[src/tmr16_pkg.sv]
// Purpose: constants, types and decode functions of the 16-bit timer block
// Assumes: 8-bit cpu i/o bus, one 20 MHz clock, timer ticks come as enables
// Notes: every register resets to zero, counter counts up
// Function
// - two select bits choose timer per pin
// - even pins channel b, odd pins a
// - enable drives pin whatever compare mode
// - cpu reads and writes whole counter
// - one shared high byte latch
// - counter write blocks next tick's matches
// - compares run continuously, raise flag, output
// - capture copies counter from pin/comparator
// - capture value may serve as top
// - request needs flag, mask, global enable
// - capture flag on event or top
// - compare flag set tick after equality
// - force strobe changes output in non-pwm modes, no flag
// - flags clear on vector or one-write
// - overflow flag point follows waveform mode
package tmr16_pkg;
  // register offsets on the i/o bus
  localparam logic [7:0] ADDR_CNT_L = 8'h60;
  localparam logic [7:0] ADDR_CNT_H = 8'h61;
  localparam logic [7:0] ADDR_CMPA_L = 8'h62;
  localparam logic [7:0] ADDR_CMPA_H = 8'h63;
  localparam logic [7:0] ADDR_CMPB_L = 8'h64;
  localparam logic [7:0] ADDR_CMPB_H = 8'h65;
  localparam logic [7:0] ADDR_SEL_LOW = 8'h67;
  localparam logic [7:0] ADDR_SEL_HIGH = 8'h68;
  localparam logic [7:0] ADDR_CAPT_L = 8'h69;
  localparam logic [7:0] ADDR_CAPT_H = 8'h6a;
  localparam logic [7:0] ADDR_MASK = 8'h6b;
  localparam logic [7:0] ADDR_FLAGS = 8'h6c;
  localparam logic [7:0] ADDR_OE = 8'h6d;
  localparam logic [7:0] ADDR_CTRL = 8'h6e;
  localparam logic [7:0] ADDR_FORCE = 8'h6f;
  // interrupt bit positions, shared by mask and flags
  localparam int BIT_CAPT = 5;
  localparam int BIT_CMPB = 2;
  localparam int BIT_CMPA = 1;
  localparam int BIT_OVF = 0;
  localparam logic [7:0] IRQ_USED = 8'h27;
  // control and force register fields
  localparam int CTRL_MODE_LSB = 0;
  localparam int CTRL_EDGE_BIT = 4;
  localparam int CTRL_ACMP_BIT = 5;
  localparam int FORCE_A_BIT = 7;
  localparam int FORCE_B_BIT = 6;
  // reset values and fixed tops
  localparam logic [7:0] RST_BYTE = 8'h00;
  localparam logic [15:0] RST_WORD = 16'h0000;
  localparam logic [15:0] VAL_MAX = 16'hffff;
  localparam logic [15:0] VAL_BOTTOM = 16'h0000;
  localparam logic [15:0] TOP_8BIT = 16'h00ff;
  localparam logic [15:0] TOP_9BIT = 16'h01ff;
  localparam logic [15:0] TOP_10BIT = 16'h03ff;

  typedef enum logic [1:0] {
    TMR16_TOP_FIXED,
    TMR16_TOP_CMPA,
    TMR16_TOP_CAPT
  } tmr16_top_src_t;

  typedef enum logic [1:0] {
    TMR16_OVF_AT_MAX,
    TMR16_OVF_AT_TOP,
    TMR16_OVF_AT_BOTTOM
  } tmr16_ovf_at_t;

  function automatic tmr16_top_src_t tmr16_top_src(input logic [3:0] m);
    case (m)
      4'h4, 4'h9, 4'hb, 4'hf: tmr16_top_src = TMR16_TOP_CMPA;
      4'h8, 4'ha, 4'hc, 4'he: tmr16_top_src = TMR16_TOP_CAPT;
      default: tmr16_top_src = TMR16_TOP_FIXED;
    endcase
  endfunction : tmr16_top_src

  function automatic tmr16_ovf_at_t tmr16_ovf_at(input logic [3:0] m);
    case (m)
      4'h0, 4'h4, 4'hc: tmr16_ovf_at = TMR16_OVF_AT_MAX;
      4'h5, 4'h6, 4'h7, 4'he, 4'hf: tmr16_ovf_at = TMR16_OVF_AT_TOP;
      default: tmr16_ovf_at = TMR16_OVF_AT_BOTTOM;
    endcase
  endfunction : tmr16_ovf_at
endpackage : tmr16_pkg

[src/tmr16_top.sv]
// Purpose: 16-bit timer registers, flags, requests and pin multiplexer
// Assumes: i_timer_tick is the prescaled one-cycle timer enable
// Notes: read data appears one cycle after the read strobe
`timescale 1ns/1ns
module tmr16_top (
  input wire logic i_ref_clk,
  input wire logic i_srst,
  input wire logic [7:0] i_io_addr,
  input wire logic i_io_wr,
  input wire logic i_io_rd,
  input wire logic [7:0] i_io_wdata,
  output logic [7:0] o_io_rdata,
  input wire logic i_timer_tick,
  input wire logic i_capture_input_pin,
  input wire logic i_comparator_out,
  input wire logic i_global_irq_enable,
  input wire logic i_capture_vector_ack,
  input wire logic i_compare_a_vector_ack,
  input wire logic i_compare_b_vector_ack,
  input wire logic i_overflow_vector_ack,
  input wire logic [1:0] i_timer0_compare_output,
  input wire logic [1:0] i_timer2_compare_output,
  output logic o_capture_irq,
  output logic o_compare_a_irq,
  output logic o_compare_b_irq,
  output logic o_overflow_irq,
  output logic o_channel_a_compare_output,
  output logic o_channel_b_compare_output,
  output logic [7:0] o_timer_output_pin,
  output logic [7:0] o_timer_output_pin_oe
);
  import tmr16_pkg::*;

  logic [15:0] counter_value_reg;
  logic [15:0] counter_value_next;
  logic [15:0] compare_value_a_reg;
  logic [15:0] compare_value_b_reg;
  logic [15:0] capture_value_reg;
  logic [7:0] high_latch_reg;
  logic [7:0] pin_channel_select_low_reg;
  logic [7:0] pin_channel_select_high_reg;
  logic [7:0] pin_channel_output_enables_reg;
  logic [7:0] interrupt_mask_reg;
  logic [7:0] interrupt_flags_reg;
  logic [7:0] interrupt_flags_next;
  logic [7:0] ctrl_reg;
  logic count_up_reg;
  logic count_up_next;
  logic match_block_reg;
  logic capt_prev_reg;
  logic oc_a_reg;
  logic oc_b_reg;
  logic [7:0] rdata_reg;

  // address decode
  wire wr_cnt_l = i_io_wr && i_io_addr == ADDR_CNT_L;
  wire wr_cmpa_l = i_io_wr && i_io_addr == ADDR_CMPA_L;
  wire wr_cmpb_l = i_io_wr && i_io_addr == ADDR_CMPB_L;
  wire wr_capt_l = i_io_wr && i_io_addr == ADDR_CAPT_L;
  wire wr_high = i_io_wr && (i_io_addr == ADDR_CNT_H ||
                 i_io_addr == ADDR_CMPA_H || i_io_addr == ADDR_CMPB_H ||
                 i_io_addr == ADDR_CAPT_H);
  wire rd_cnt_l = i_io_rd && i_io_addr == ADDR_CNT_L;
  wire rd_cmpa_l = i_io_rd && i_io_addr == ADDR_CMPA_L;
  wire rd_cmpb_l = i_io_rd && i_io_addr == ADDR_CMPB_L;
  wire rd_capt_l = i_io_rd && i_io_addr == ADDR_CAPT_L;
  wire wr_sel_low = i_io_wr && i_io_addr == ADDR_SEL_LOW;
  wire wr_sel_high = i_io_wr && i_io_addr == ADDR_SEL_HIGH;
  wire wr_oe = i_io_wr && i_io_addr == ADDR_OE;
  wire wr_mask = i_io_wr && i_io_addr == ADDR_MASK;
  wire wr_flags = i_io_wr && i_io_addr == ADDR_FLAGS;
  wire wr_ctrl = i_io_wr && i_io_addr == ADDR_CTRL;
  wire wr_force = i_io_wr && i_io_addr == ADDR_FORCE;

  // low byte write commits both bytes through the latch
  wire [15:0] wr_word = {high_latch_reg, i_io_wdata};

  // mode decode
  wire [3:0] waveform_mode_select = ctrl_reg[CTRL_MODE_LSB +: 4];
  wire tmr16_top_src_t top_src = tmr16_top_src(waveform_mode_select);
  wire tmr16_ovf_at_t ovf_at = tmr16_ovf_at(waveform_mode_select);
  wire capt_is_top = top_src == TMR16_TOP_CAPT;
  wire up_down = ovf_at == TMR16_OVF_AT_BOTTOM;
  wire non_pwm = ovf_at == TMR16_OVF_AT_MAX;
  wire [15:0] fixed_top = (waveform_mode_select[1:0] == 2'h1) ? TOP_8BIT :
                          (waveform_mode_select[1:0] == 2'h2) ? TOP_9BIT :
                          (waveform_mode_select[1:0] == 2'h3) ? TOP_10BIT :
                          VAL_MAX;
  wire [15:0] top_val = (top_src == TMR16_TOP_CMPA) ? compare_value_a_reg :
                        capt_is_top ? capture_value_reg : fixed_top;
  wire at_top = counter_value_reg == top_val;
  wire at_bottom = counter_value_reg == VAL_BOTTOM;

  // compare units, suppressed on the tick after a counter write
  wire eq_a = counter_value_reg == compare_value_a_reg;
  wire eq_b = counter_value_reg == compare_value_b_reg;
  wire hit_a = i_timer_tick && !match_block_reg && eq_a;
  wire hit_b = i_timer_tick && !match_block_reg && eq_b;

  // forced compare only acts in non-pwm modes
  wire force_a = wr_force && i_io_wdata[FORCE_A_BIT] && non_pwm;
  wire force_b = wr_force && i_io_wdata[FORCE_B_BIT] && non_pwm;

  // overflow point depends on mode
  wire ovf_evt = i_timer_tick && (
    (ovf_at == TMR16_OVF_AT_MAX && counter_value_reg == VAL_MAX) ||
    (ovf_at == TMR16_OVF_AT_TOP && at_top) ||
    (ovf_at == TMR16_OVF_AT_BOTTOM && at_bottom &&
     !count_up_reg));

  // capture front end; the pin is off while capture is top
  wire capt_src = ctrl_reg[CTRL_ACMP_BIT] ? i_comparator_out
                                          : i_capture_input_pin;
  wire capt_rise = capt_src && !capt_prev_reg;
  wire capt_fall = !capt_src && capt_prev_reg;
  wire capt_edge = ctrl_reg[CTRL_EDGE_BIT] ? capt_rise : capt_fall;
  wire capt_evt = capt_edge && !capt_is_top;
  wire capt_flag_evt = capt_is_top ? (i_timer_tick && at_top)
                                   : capt_evt;

  // counter step
  always_comb begin
    counter_value_next = counter_value_reg;
    count_up_next = count_up_reg;
    if (i_timer_tick) begin
      if (up_down) begin
        if (count_up_reg && at_top) begin
          count_up_next = 1'b0;
          counter_value_next = counter_value_reg - 16'h0001;
        end else if (!count_up_reg && at_bottom) begin
          count_up_next = 1'b1;
          counter_value_next = counter_value_reg + 16'h0001;
        end else if (count_up_reg) begin
          counter_value_next = counter_value_reg + 16'h0001;
        end else begin
          counter_value_next = counter_value_reg - 16'h0001;
        end
      end else if (at_top) begin
        count_up_next = 1'b1;
        counter_value_next = VAL_BOTTOM;
      end else begin
        count_up_next = 1'b1;
        counter_value_next = counter_value_reg + 16'h0001;
      end
    end
    // a cpu write overrides the step in the same cycle
    if (wr_cnt_l) begin
      counter_value_next = wr_word;
    end
  end

  // flags: hardware set wins over vector or one-write clear
  wire [7:0] flag_set = {2'b00, capt_flag_evt, 2'b00, hit_b, hit_a,
                         ovf_evt};
  wire [7:0] flag_ack = {2'b00, i_capture_vector_ack, 2'b00,
                         i_compare_b_vector_ack, i_compare_a_vector_ack,
                         i_overflow_vector_ack};
  wire [7:0] flag_w1c = wr_flags ? i_io_wdata : RST_BYTE;
  assign interrupt_flags_next =
    ((interrupt_flags_reg & ~(flag_ack | flag_w1c)) | flag_set)
    & IRQ_USED;

  // requests need flag, mask and global enable together
  wire [7:0] irq_req = interrupt_flags_reg & interrupt_mask_reg &
                       {8{i_global_irq_enable}};

  // read data; a high byte read returns the shared latch
  wire [7:0] rd_val =
    (i_io_addr == ADDR_CNT_L) ? counter_value_reg[7:0] :
    (i_io_addr == ADDR_CMPA_L) ? compare_value_a_reg[7:0] :
    (i_io_addr == ADDR_CMPB_L) ? compare_value_b_reg[7:0] :
    (i_io_addr == ADDR_CAPT_L) ? capture_value_reg[7:0] :
    (i_io_addr == ADDR_CNT_H || i_io_addr == ADDR_CMPA_H ||
     i_io_addr == ADDR_CMPB_H || i_io_addr == ADDR_CAPT_H) ?
      high_latch_reg :
    (i_io_addr == ADDR_SEL_LOW) ? pin_channel_select_low_reg :
    (i_io_addr == ADDR_SEL_HIGH) ? pin_channel_select_high_reg :
    (i_io_addr == ADDR_OE) ? pin_channel_output_enables_reg :
    (i_io_addr == ADDR_MASK) ? interrupt_mask_reg :
    (i_io_addr == ADDR_FLAGS) ? interrupt_flags_reg :
    (i_io_addr == ADDR_CTRL) ? ctrl_reg :
    RST_BYTE;

  // latch source: high half of the word whose low byte is read
  wire [7:0] rd_high =
    rd_cnt_l ? counter_value_reg[15:8] :
    rd_cmpa_l ? compare_value_a_reg[15:8] :
    rd_cmpb_l ? compare_value_b_reg[15:8] :
    capture_value_reg[15:8];
  wire rd_low_any = rd_cnt_l || rd_cmpa_l || rd_cmpb_l || rd_capt_l;

  // shared high byte latch
  always_ff @(posedge i_ref_clk) begin
    if (i_srst) begin
      high_latch_reg <= RST_BYTE;
    end else if (wr_high) begin
      high_latch_reg <= i_io_wdata;
    end else if (rd_low_any) begin
      high_latch_reg <= rd_high;
    end
  end

  // counter and direction
  always_ff @(posedge i_ref_clk) begin
    if (i_srst) begin
      counter_value_reg <= RST_WORD;
      count_up_reg <= 1'b1;
    end else begin
      counter_value_reg <= counter_value_next;
      count_up_reg <= count_up_next;
    end
  end

  // write block holds until the next timer tick consumes it
  always_ff @(posedge i_ref_clk) begin
    if (i_srst) begin
      match_block_reg <= 1'b0;
    end else if (wr_cnt_l) begin
      match_block_reg <= 1'b1;
    end else if (i_timer_tick) begin
      match_block_reg <= 1'b0;
    end
  end

  // compare values
  always_ff @(posedge i_ref_clk) begin
    if (i_srst) begin
      compare_value_a_reg <= RST_WORD;
      compare_value_b_reg <= RST_WORD;
    end else begin
      if (wr_cmpa_l) begin
        compare_value_a_reg <= wr_word;
      end
      if (wr_cmpb_l) begin
        compare_value_b_reg <= wr_word;
      end
    end
  end

  // capture value; hardware capture wins over a cpu write
  always_ff @(posedge i_ref_clk) begin
    if (i_srst) begin
      capture_value_reg <= RST_WORD;
      capt_prev_reg <= 1'b0;
    end else begin
      capt_prev_reg <= capt_src;
      if (capt_evt) begin
        capture_value_reg <= counter_value_reg;
      end else if (wr_capt_l) begin
        capture_value_reg <= wr_word;
      end
    end
  end

  // byte registers
  always_ff @(posedge i_ref_clk) begin
    if (i_srst) begin
      pin_channel_select_low_reg <= RST_BYTE;
      pin_channel_select_high_reg <= RST_BYTE;
      pin_channel_output_enables_reg <= RST_BYTE;
      interrupt_mask_reg <= RST_BYTE;
      ctrl_reg <= RST_BYTE;
    end else begin
      if (wr_sel_low) pin_channel_select_low_reg <= i_io_wdata;
      if (wr_sel_high) pin_channel_select_high_reg <= i_io_wdata;
      if (wr_oe) pin_channel_output_enables_reg <= i_io_wdata;
      // reserved mask bits are not stored and read zero
      if (wr_mask) interrupt_mask_reg <= i_io_wdata & IRQ_USED;
      if (wr_ctrl) ctrl_reg <= {2'b00, i_io_wdata[5:0]};
    end
  end

  // flags and request outputs
  always_ff @(posedge i_ref_clk) begin
    if (i_srst) begin
      interrupt_flags_reg <= RST_BYTE;
      o_capture_irq <= 1'b0;
      o_compare_a_irq <= 1'b0;
      o_compare_b_irq <= 1'b0;
      o_overflow_irq <= 1'b0;
    end else begin
      interrupt_flags_reg <= interrupt_flags_next;
      o_capture_irq <= irq_req[BIT_CAPT];
      o_compare_a_irq <= irq_req[BIT_CMPA];
      o_compare_b_irq <= irq_req[BIT_CMPB];
      o_overflow_irq <= irq_req[BIT_OVF];
    end
  end

  // own compare outputs toggle on match or forced strobe
  always_ff @(posedge i_ref_clk) begin
    if (i_srst) begin
      oc_a_reg <= 1'b0;
      oc_b_reg <= 1'b0;
    end else begin
      if (hit_a || force_a) oc_a_reg <= !oc_a_reg;
      if (hit_b || force_b) oc_b_reg <= !oc_b_reg;
    end
  end

  // read data register, held until the next read strobe
  // so a slow poll still sees the answer it asked for
  always_ff @(posedge i_ref_clk) begin
    if (i_srst) begin
      rdata_reg <= RST_BYTE;
    end else if (i_io_rd) begin
      rdata_reg <= rd_val;
    end
  end

  // pin multiplexer, this timer sits in slot 1
  logic [7:0] mux_pin;
  logic [7:0] mux_oe;

  tmr16_pinmux u_pinmux (
    .i_pin_channel_select({pin_channel_select_high_reg,
                           pin_channel_select_low_reg}),
    .i_pin_channel_output_enables(pin_channel_output_enables_reg),
    .i_channel_a_compare_output({i_timer2_compare_output[1], oc_a_reg,
                                 i_timer0_compare_output[1]}),
    .i_channel_b_compare_output({i_timer2_compare_output[0], oc_b_reg,
                                 i_timer0_compare_output[0]}),
    .o_timer_output_pin(mux_pin),
    .o_timer_output_pin_oe(mux_oe)
  );

  // registered pins; one cycle of lag buys glitch-free outputs
  always_ff @(posedge i_ref_clk) begin
    if (i_srst) begin
      o_timer_output_pin <= RST_BYTE;
      o_timer_output_pin_oe <= RST_BYTE;
    end else begin
      o_timer_output_pin <= mux_pin;
      o_timer_output_pin_oe <= mux_oe;
    end
  end

  assign o_io_rdata = rdata_reg;
  assign o_channel_a_compare_output = oc_a_reg;
  assign o_channel_b_compare_output = oc_b_reg;
endmodule : tmr16_top

[src/tmr16_pinmux.sv]
// Purpose: route six compare outputs of three timers onto eight pins
// Assumes: compare outputs are levels in the same clock domain
// Notes: purely combinational, the top registers the result
`timescale 1ns/1ns
module tmr16_pinmux (
  input wire logic [15:0] i_pin_channel_select,
  input wire logic [7:0] i_pin_channel_output_enables,
  input wire logic [2:0] i_channel_a_compare_output,
  input wire logic [2:0] i_channel_b_compare_output,
  output logic [7:0] o_timer_output_pin,
  output logic [7:0] o_timer_output_pin_oe
);
  import tmr16_pkg::*;

  always_comb begin
    for (int p = 0; p < 8; p++) begin
      logic [1:0] sel;
      logic [2:0] src;
      sel = i_pin_channel_select[2*p +: 2];
      // even pins take channel b, odd pins channel a
      src = p[0] ? i_channel_a_compare_output
                 : i_channel_b_compare_output;
      // code 1x picks timer 2 whatever the low bit says
      o_timer_output_pin[p] = sel[1] ? src[2]
                            : (sel[0] ? src[1] : src[0]);
    end
  end

  // enable alone decides the drive, no compare mode check
  assign o_timer_output_pin_oe = i_pin_channel_output_enables;
endmodule : tmr16_pinmux

[config.mk]
export PLATFORM = sky130hd
export DESIGN_NAME = tmr16_top
export DESIGN_NICKNAME = d
export VERILOG_FILES = /design/src/tmr16_pkg.sv /design/src/tmr16_top.sv /design/src/tmr16_pinmux.sv
export SDC_FILE = /design/constraint.sdc
export NUM_CORES = 1
export LEC_CHECK = 0
export BUFFER_PORTS_ARGS = -buffer_cell sky130_fd_sc_hd__buf_2
export CAP_MARGIN = 25
export CORE_ASPECT_RATIO = 0.9
export CORE_MARGIN = 2
export CORE_UTILIZATION = 50
export CTS_CLUSTER_SIZE = 28
export DETAILED_ROUTE_END_ITERATION = 10
export PLACE_DENSITY_LB_ADDON = 0.25
export SLEW_MARGIN = 40
export SYNTH_ARGS = -nofsm -noshare
export SYNTH_HDL_FRONTEND = slang
export SYNTH_SLANG_ARGS = --single-unit
[constraint.sdc]
create_clock -name i_ref_clk -period 3.9 [get_ports i_ref_clk]
set_input_delay 0.195 -clock i_ref_clk [delete_from_list [all_inputs] [get_ports i_ref_clk]]
set_output_delay 0.195 -clock i_ref_clk [all_outputs]
set_load 0.01 [all_outputs]
== Word level (Yosys, flattened, before mapping) ==
Memory sizes are Yosys's and may differ from the RTL's. A register that Yosys moved wholly into a read port is not among the register bits.
Cells that the tools add are included.

* Register bits: 143
* Memory bits (read-only): 64
* Memories: 2
* Input port bits: 32
* Word-level logic and storage cells: 176
* Output and inout port bits: 30

* Multiplexer cells: 59
* Reductions and logical operators: 57
* Bitwise operators: 6
* Eq/ne operators: 27
* $add $sub $neg: 2

{| class="wikitable"
|+ Memories
! name !! depth !! width !! read ports !! clocked after Yosys merged registers in !! write ports !! line !! text
|-
| (no name shown) || 16 || 2 || 1 || 1 || 0 || tmr16_pkg.sv:79 || <nowiki>case (m)</nowiki>
|-
| (no name shown) || 16 || 2 || 1 || 1 || 0 || tmr16_pkg.sv:71 || <nowiki>case (m)</nowiki>
|}

{| class="wikitable"
|+ Operators with widths
! cell !! count
|-
| 16-bit 2-to-1 mux || 14
|-
| 8-bit by 7-bit == test with 1-bit output, second input constant || 15
|-
| 8-bit 2-to-1 mux || 14
|-
| 16-bit == test || 3
|-
| 1-bit logical AND || 34
|-
| 1-bit 2-to-1 mux || 24
|-
| 6-bit AND || 3
|-
| 6-bit 2-to-1 mux || 3
|-
| 16-bit by 1-bit adder with 16-bit output, second input constant || 1
|-
| 16-bit == test, second input constant || 1
|-
| 16-bit zero test || 1
|-
| 4-bit 2-to-1 mux || 4
|-
| 16-bit by 1-bit subtractor with 16-bit output, second input constant || 1
|-
| 6-bit bitwise OR || 2
|-
| 1-bit logical OR || 10
|-
| 2-bit == test, second input constant || 4
|-
| 1-bit zero test || 7
|-
| 2-bit by 1-bit == test with 1-bit output, second input constant || 3
|-
| 6-bit inverter || 1
|-
| 2-bit nonzero test || 3
|-
| 3-bit by 1-bit inequality test with 1-bit output, second input constant || 1
|-
| 2-bit zero test || 1
|-
| 2-bit AND reduction || 1
|}

== Longest topological paths before layout ==
* Depth after elaboration: 12
* Depth in mapped cells: 12
* Mapped depth without buffers: 10

== Cells and area by module ==
From an unflattened synthesis, not the netlist that was laid out.

* Cell total of the unflattened synthesis: 1103
* Area, all modules: 8378.0 µm²

{| class="wikitable"
|+ Modules (own cells, without submodules)
! module !! area an instance (µm²) !! seq. area each (µm²) !! cells each !! instances
|-
| tmr16_top || 8167.8 || 2942.8 || 1071 || 1
|-
| tmr16_pinmux || 210.2 || 0.0 || 32 || 1
|}

== Least setup slack after synthesis ==
No wires, ideal clock.

* Kind: flip-flop to flip-flop
* From: register top_src[1] (netlist name)
* To: register counter_value_reg[3]
* Setup slack: 1.008 ns
* Data required time: 3.783 ns
* Buffers on the path: 2
* Clock period less this slack: 2.892 ns
* Arrival: 2.775 ns
* Setup time: 0.117 ns
* Cell stages (with the launch flop): 12
* Path through: dfxtp_1 > buf_6 > nor3b_2 > nor3_1 > nand4b_1 > or4_4 > or3_1 > buf_2 > a21oi_4 > nor2_2 > a311o_1 > a22o_1

* Cells in the longest elaborated chain, start to end: 9
* Elaborated cells on any way between the ends: 11
* Classes of those cells: 3 x eq/ne; 7 x mux; 1 x reduce/logical

{| class="wikitable"
|+ RTL lines
! item !! line !! text
|-
| 2-bit == test || tmr16_top.sv:82 || <nowiki>wire capt_is_top = top_src == TMR16_TOP_CAPT;</nowiki>
|-
| 16-bit 2-to-1 mux || tmr16_top.sv:90 || <nowiki>capt_is_top ? capture_value_reg : fixed_top;</nowiki>
|-
| 16-bit 2-to-1 mux (*) || tmr16_top.sv:89 || <nowiki>wire [15:0] top_val = (top_src == TMR16_TOP_CMPA) ? compare_value_a_reg :</nowiki>
|-
| 16-bit == test (*) || tmr16_top.sv:91 || <nowiki>wire at_top = counter_value_reg == top_val;</nowiki>
|-
| 1-bit logical AND || tmr16_top.sv:127 || <nowiki>if (count_up_reg && at_top) begin</nowiki>
|-
| 16-bit 2-to-1 mux || tmr16_top.sv:127 ||
|-
| 16-bit 2-to-1 mux (*) || tmr16_top.sv:126 || <nowiki>if (up_down) begin</nowiki>
|-
| 16-bit 2-to-1 mux (*) || tmr16_top.sv:125 || <nowiki>if (i_timer_tick) begin</nowiki>
|-
| 16-bit 2-to-1 mux (*) || tmr16_top.sv:147 || <nowiki>if (wr_cnt_l) begin</nowiki>
|-
| end signal, assigned || tmr16_top.sv:209 || <nowiki>counter_value_reg <= counter_value_next;</nowiki>
|-
| end, declared || tmr16_top.sv:34 || <nowiki>logic [15:0] counter_value_reg;</nowiki>
|}

Every way passes the cells marked *; elsewhere a longest branch is shown, timed or not. The select of a mux whose other input is x is not followed.
A chain may end at the register's enable or synchronous reset.

== Worst setup path after layout ==
* From: register top_src[0] (netlist name)
* To: register counter_value_reg[3]

* Cells in the longest elaborated chain, start to end: 9
* Elaborated cells on any way between the ends: 11
* Classes of those cells: 3 x eq/ne; 7 x mux; 1 x reduce/logical

{| class="wikitable"
|+ RTL lines
! item !! line
|-
| 2-bit == test || tmr16_top.sv:82
|-
| 16-bit 2-to-1 mux || tmr16_top.sv:90
|-
| 16-bit 2-to-1 mux (*) || tmr16_top.sv:89
|-
| 16-bit == test (*) || tmr16_top.sv:91
|-
| 1-bit logical AND || tmr16_top.sv:127
|-
| 16-bit 2-to-1 mux || tmr16_top.sv:127
|-
| 16-bit 2-to-1 mux (*) || tmr16_top.sv:126
|-
| 16-bit 2-to-1 mux (*) || tmr16_top.sv:125
|-
| 16-bit 2-to-1 mux (*) || tmr16_top.sv:147
|}

Marks and branches as above.

==> impl_metrics.yaml <==
final_layout:
  fin_area_um2: 9530
  area_delta_synth_final_pct: 12.5
  final_common_cell: "nand2_1"
  finalNonFillerCells: 1364
  drive_gt1_share_pct: 13.0
  finalNetCount: 1176
  final_cell_mix: "nand2_1, dfxtp_1, nor2_1, a21oi_1, nand3_1"
cts:
  insertion_delay_ns: 0.43
  cts_hold_buf: 0
  cts_setup_buffers: 0
  numCtsBuffers: 17
  clockBufferDepth: 2
  cts_resized: 0
  htreeDepth: 4
  cts.clk_slew.worst_paths_ns: 0.07
  cts_tree: "yes"
  clock-root-buffer: "clkbuf_16"
  numClockSinks: 147
synthesis:
  synth_area_per_cell_um2: 7.55
  synth_ff_type: "dfxtp_1"
  synth_xor_xnor_area_share_pct: 5.36
  synth-compound-area-share_pct: 20.2
  synthCells: 1122
  synth_top_family_by_area: "simple AND/OR/NAND/NOR gates"
  syn_area_um2: 8470
  synth_cell_types: 75
  synth-seq-cells: 147
  synthSimpleGateAreaFrac_pct: 29.0
  synth_area_leaders: "dfxtp_1, nand2_1, a21oi_1"
  yosysWarnings: 0
  synthMuxAreaShare_pct: 4.19
  synth.largest_area_cell: "dfxtp_1"
  synth-seq-area-share_pct: 34.7
  synth_nets: 1159
  yosys.area.top_type_share_pct: 34.7
  synth_fa_ha_area_share_pct: 0.738
  async_flop_share_pct: 0
  synth_edf_count: 0
setup_path:
  cp_max_fo: 18
  crit_chain: "buf_4 -> or3b_2 -> o221ai_1 -> xor2_1 -> nand4_1 -> or3_1 -> a21oi_4 -> nor2_2 -> a311o_1 -> a22o_1"
  cp_slowest_stage_delay_ns: 0.69
  cp.buffers_inverters: 1
  r2r_start: "top_src[0]"
  crit_family: "simple AND/OR/NAND/NOR gates"
  crit_type: "flop to flop"
  r2r_end: "counter_value_reg[3]"
  crit_required_ns: 4.22
  end_kind: "flop"
  setup.worst_path.start_class: "flop"
  reg2reg_depth: 10
  worst_ep_arrival_time_ns: 3.80
  slowest_stage: "dfxtp_1"
  rrSetupSlack_ns: 0.43
route:
  drt_wl_total_um: 30000
  via_count: 8909
  dr.first_iter.drc_count: 1201
  detail_route.wl_per_cell_um: 22.0
  dr.pass1.iters: 9
  antenna_left: 0
  drc: 1
  routed_via_density: 6.53
floorplanning:
  die_h_um: 127
  start_util_pct: 50.7
  rows: 45
  core_um2: 16700
  io_pins: 62
  dieArea_um2: 18000
  fp.dieW_um: 141
global_routing:
  grt_pass1_wl_um: 46400
  grt_pass1_vias: 7898
  antenna_found_initial: 1
  grt_usage_pct: 33.2
  gr-total-overflow: 0
  grt_max_degree: 92
sta:
  tightest_slew_ns: 0.721
  period_needed_ns: 3.47
  rsz0062_at_grt: "no"
  drv_slew: 0
  fmaxAchievable_ghz: 0.288
  skew_ns: 0.0111
  setup-tns-final_ns: 0
  setup_viol: 0
  period_share_pct: 89.1
  relSlewSlack_pct: 51.8
  final_hold_viol_count: 0
power:
  powerDensity_nw_per_um2: 368
  power_mw: 3.51
  peakVddDrop_v: 0.000265
  leakagePower_nw: 3.63
job:
  maxCapViolCount: 0
placement:
  dp.cells: 1331
  gp_congestion: 0.971
  place_hpwl_um: 20800
  port-buffer-count: 61
  dpl_cell_area_um2: 8930
outcome:
  status: "complete, but fails checks"
  violations: "DRC"
min_path:
  whs_endpoint: "interrupt_flags_reg[2]"
  min_from: "i_compare_b_vector_ack"
  whs_path_depth: 3
  hp-class: "input pin to flop"
==> synth_stat cells, types with 11 or more instances <==
cell	n
mux2i_1	31
nor3b_1	14
inv_1	29
xor2_1	29
o21ai_0	39
a21oi_1	97
nor4_1	15
nor2_1	103
o221ai_1	12
nand3_1	90
clkbuf_1	78
nand2_1	164
xnor2_1	21
and3_1	11
dfxtp_1	147
a311oi_1	21
or3_1	15
nand4_1	14
a221oi_1	19
nor3_1	29
==> worst register-to-register path, stage by stage, from the launching register on <==
cell	delay (ns)
dfxtp_1	0.69
buf_4	0.27
or3b_2	0.45
o221ai_1	0.10
xor2_1	0.17
nand4_1	0.22
or3_1	0.52
a21oi_4	0.28
nor2_2	0.10
a311o_1	0.33
a22o_1	0.23
==> area by class of cell <==
cell class                      instances  area, um^2
Antenna cell                            1        2.50
Clock buffer                           17         425
Clock inverter                         15         165
Fill cell                            1560        7200
Inverter                               30         113
Multi-Input combinational cell        853        5070
Sequential cell                       147        2940
Tap cell                              211         264
Timing Repair Buffer                   90         542
==> kinds of logic (layout without fill, tap and decap cells) <==
logic type                 Yosys count  after routing
and+or+nand+nor                    506            506
AOI/OAI and AO/OA                  256            256
other                                0              1
muxes                               35             35
DFF                                147            147
xor gates and xnor gates            51             51
buffers and inverters              122            152
adders and majority gates            5              5
==> metal layers <==
metal | global-route usage (%) | vias up | part of all wire (%) | routed length, um
met4 | 11.1 | 0 | 2.6 | 774
met1 | 49.1 | 4199 | 43 | 13000
li1 | - | 4088 | - | -
met2 | 47.0 | 556 | 42 | 12600
met3 | 7.98 | 66 | 12 | 3660
met5 | 0 | - | 0 | 0
==> stage by stage <==
stage	worst slack [ns]	utilization [%]	hold WS, ns
after global routing	0.221	57.0	0.0540
after detailed placement	0.337	53.4	0.451
final	0.426	57.0	0.0386
after global placement	0.415	53.4	0.439
after CTS	0.327	56.9	0.0236
after floorplan	1.01	-	0.315
==> worst max path at each step <==
stage | from | to | slack, ns | cells after the start
global route | top_src[0] | counter_value_reg[3] | 0.22 | 10
finish | top_src[0] | counter_value_reg[3] | 0.43 | 10
floorplan | top_src[1] | counter_value_reg[3] | 1.01 | 11
CTS | top_src[1] | counter_value_reg[3] | 0.33 | 9
detailed placement | top_src[1] | counter_value_reg[3] | 0.34 | 9
global placement | top_src[1] | counter_value_reg[3] | 0.42 | 9
==> power breakdown <==
group | internal, mW | switching, mW
clock | 0.909 | 0.755
combinational | 0.0898 | 0.192
sequential | 1.52 | 0.0357
total | 2.52 | 0.982
Note: power is estimated with default switching activity, not from simulation.
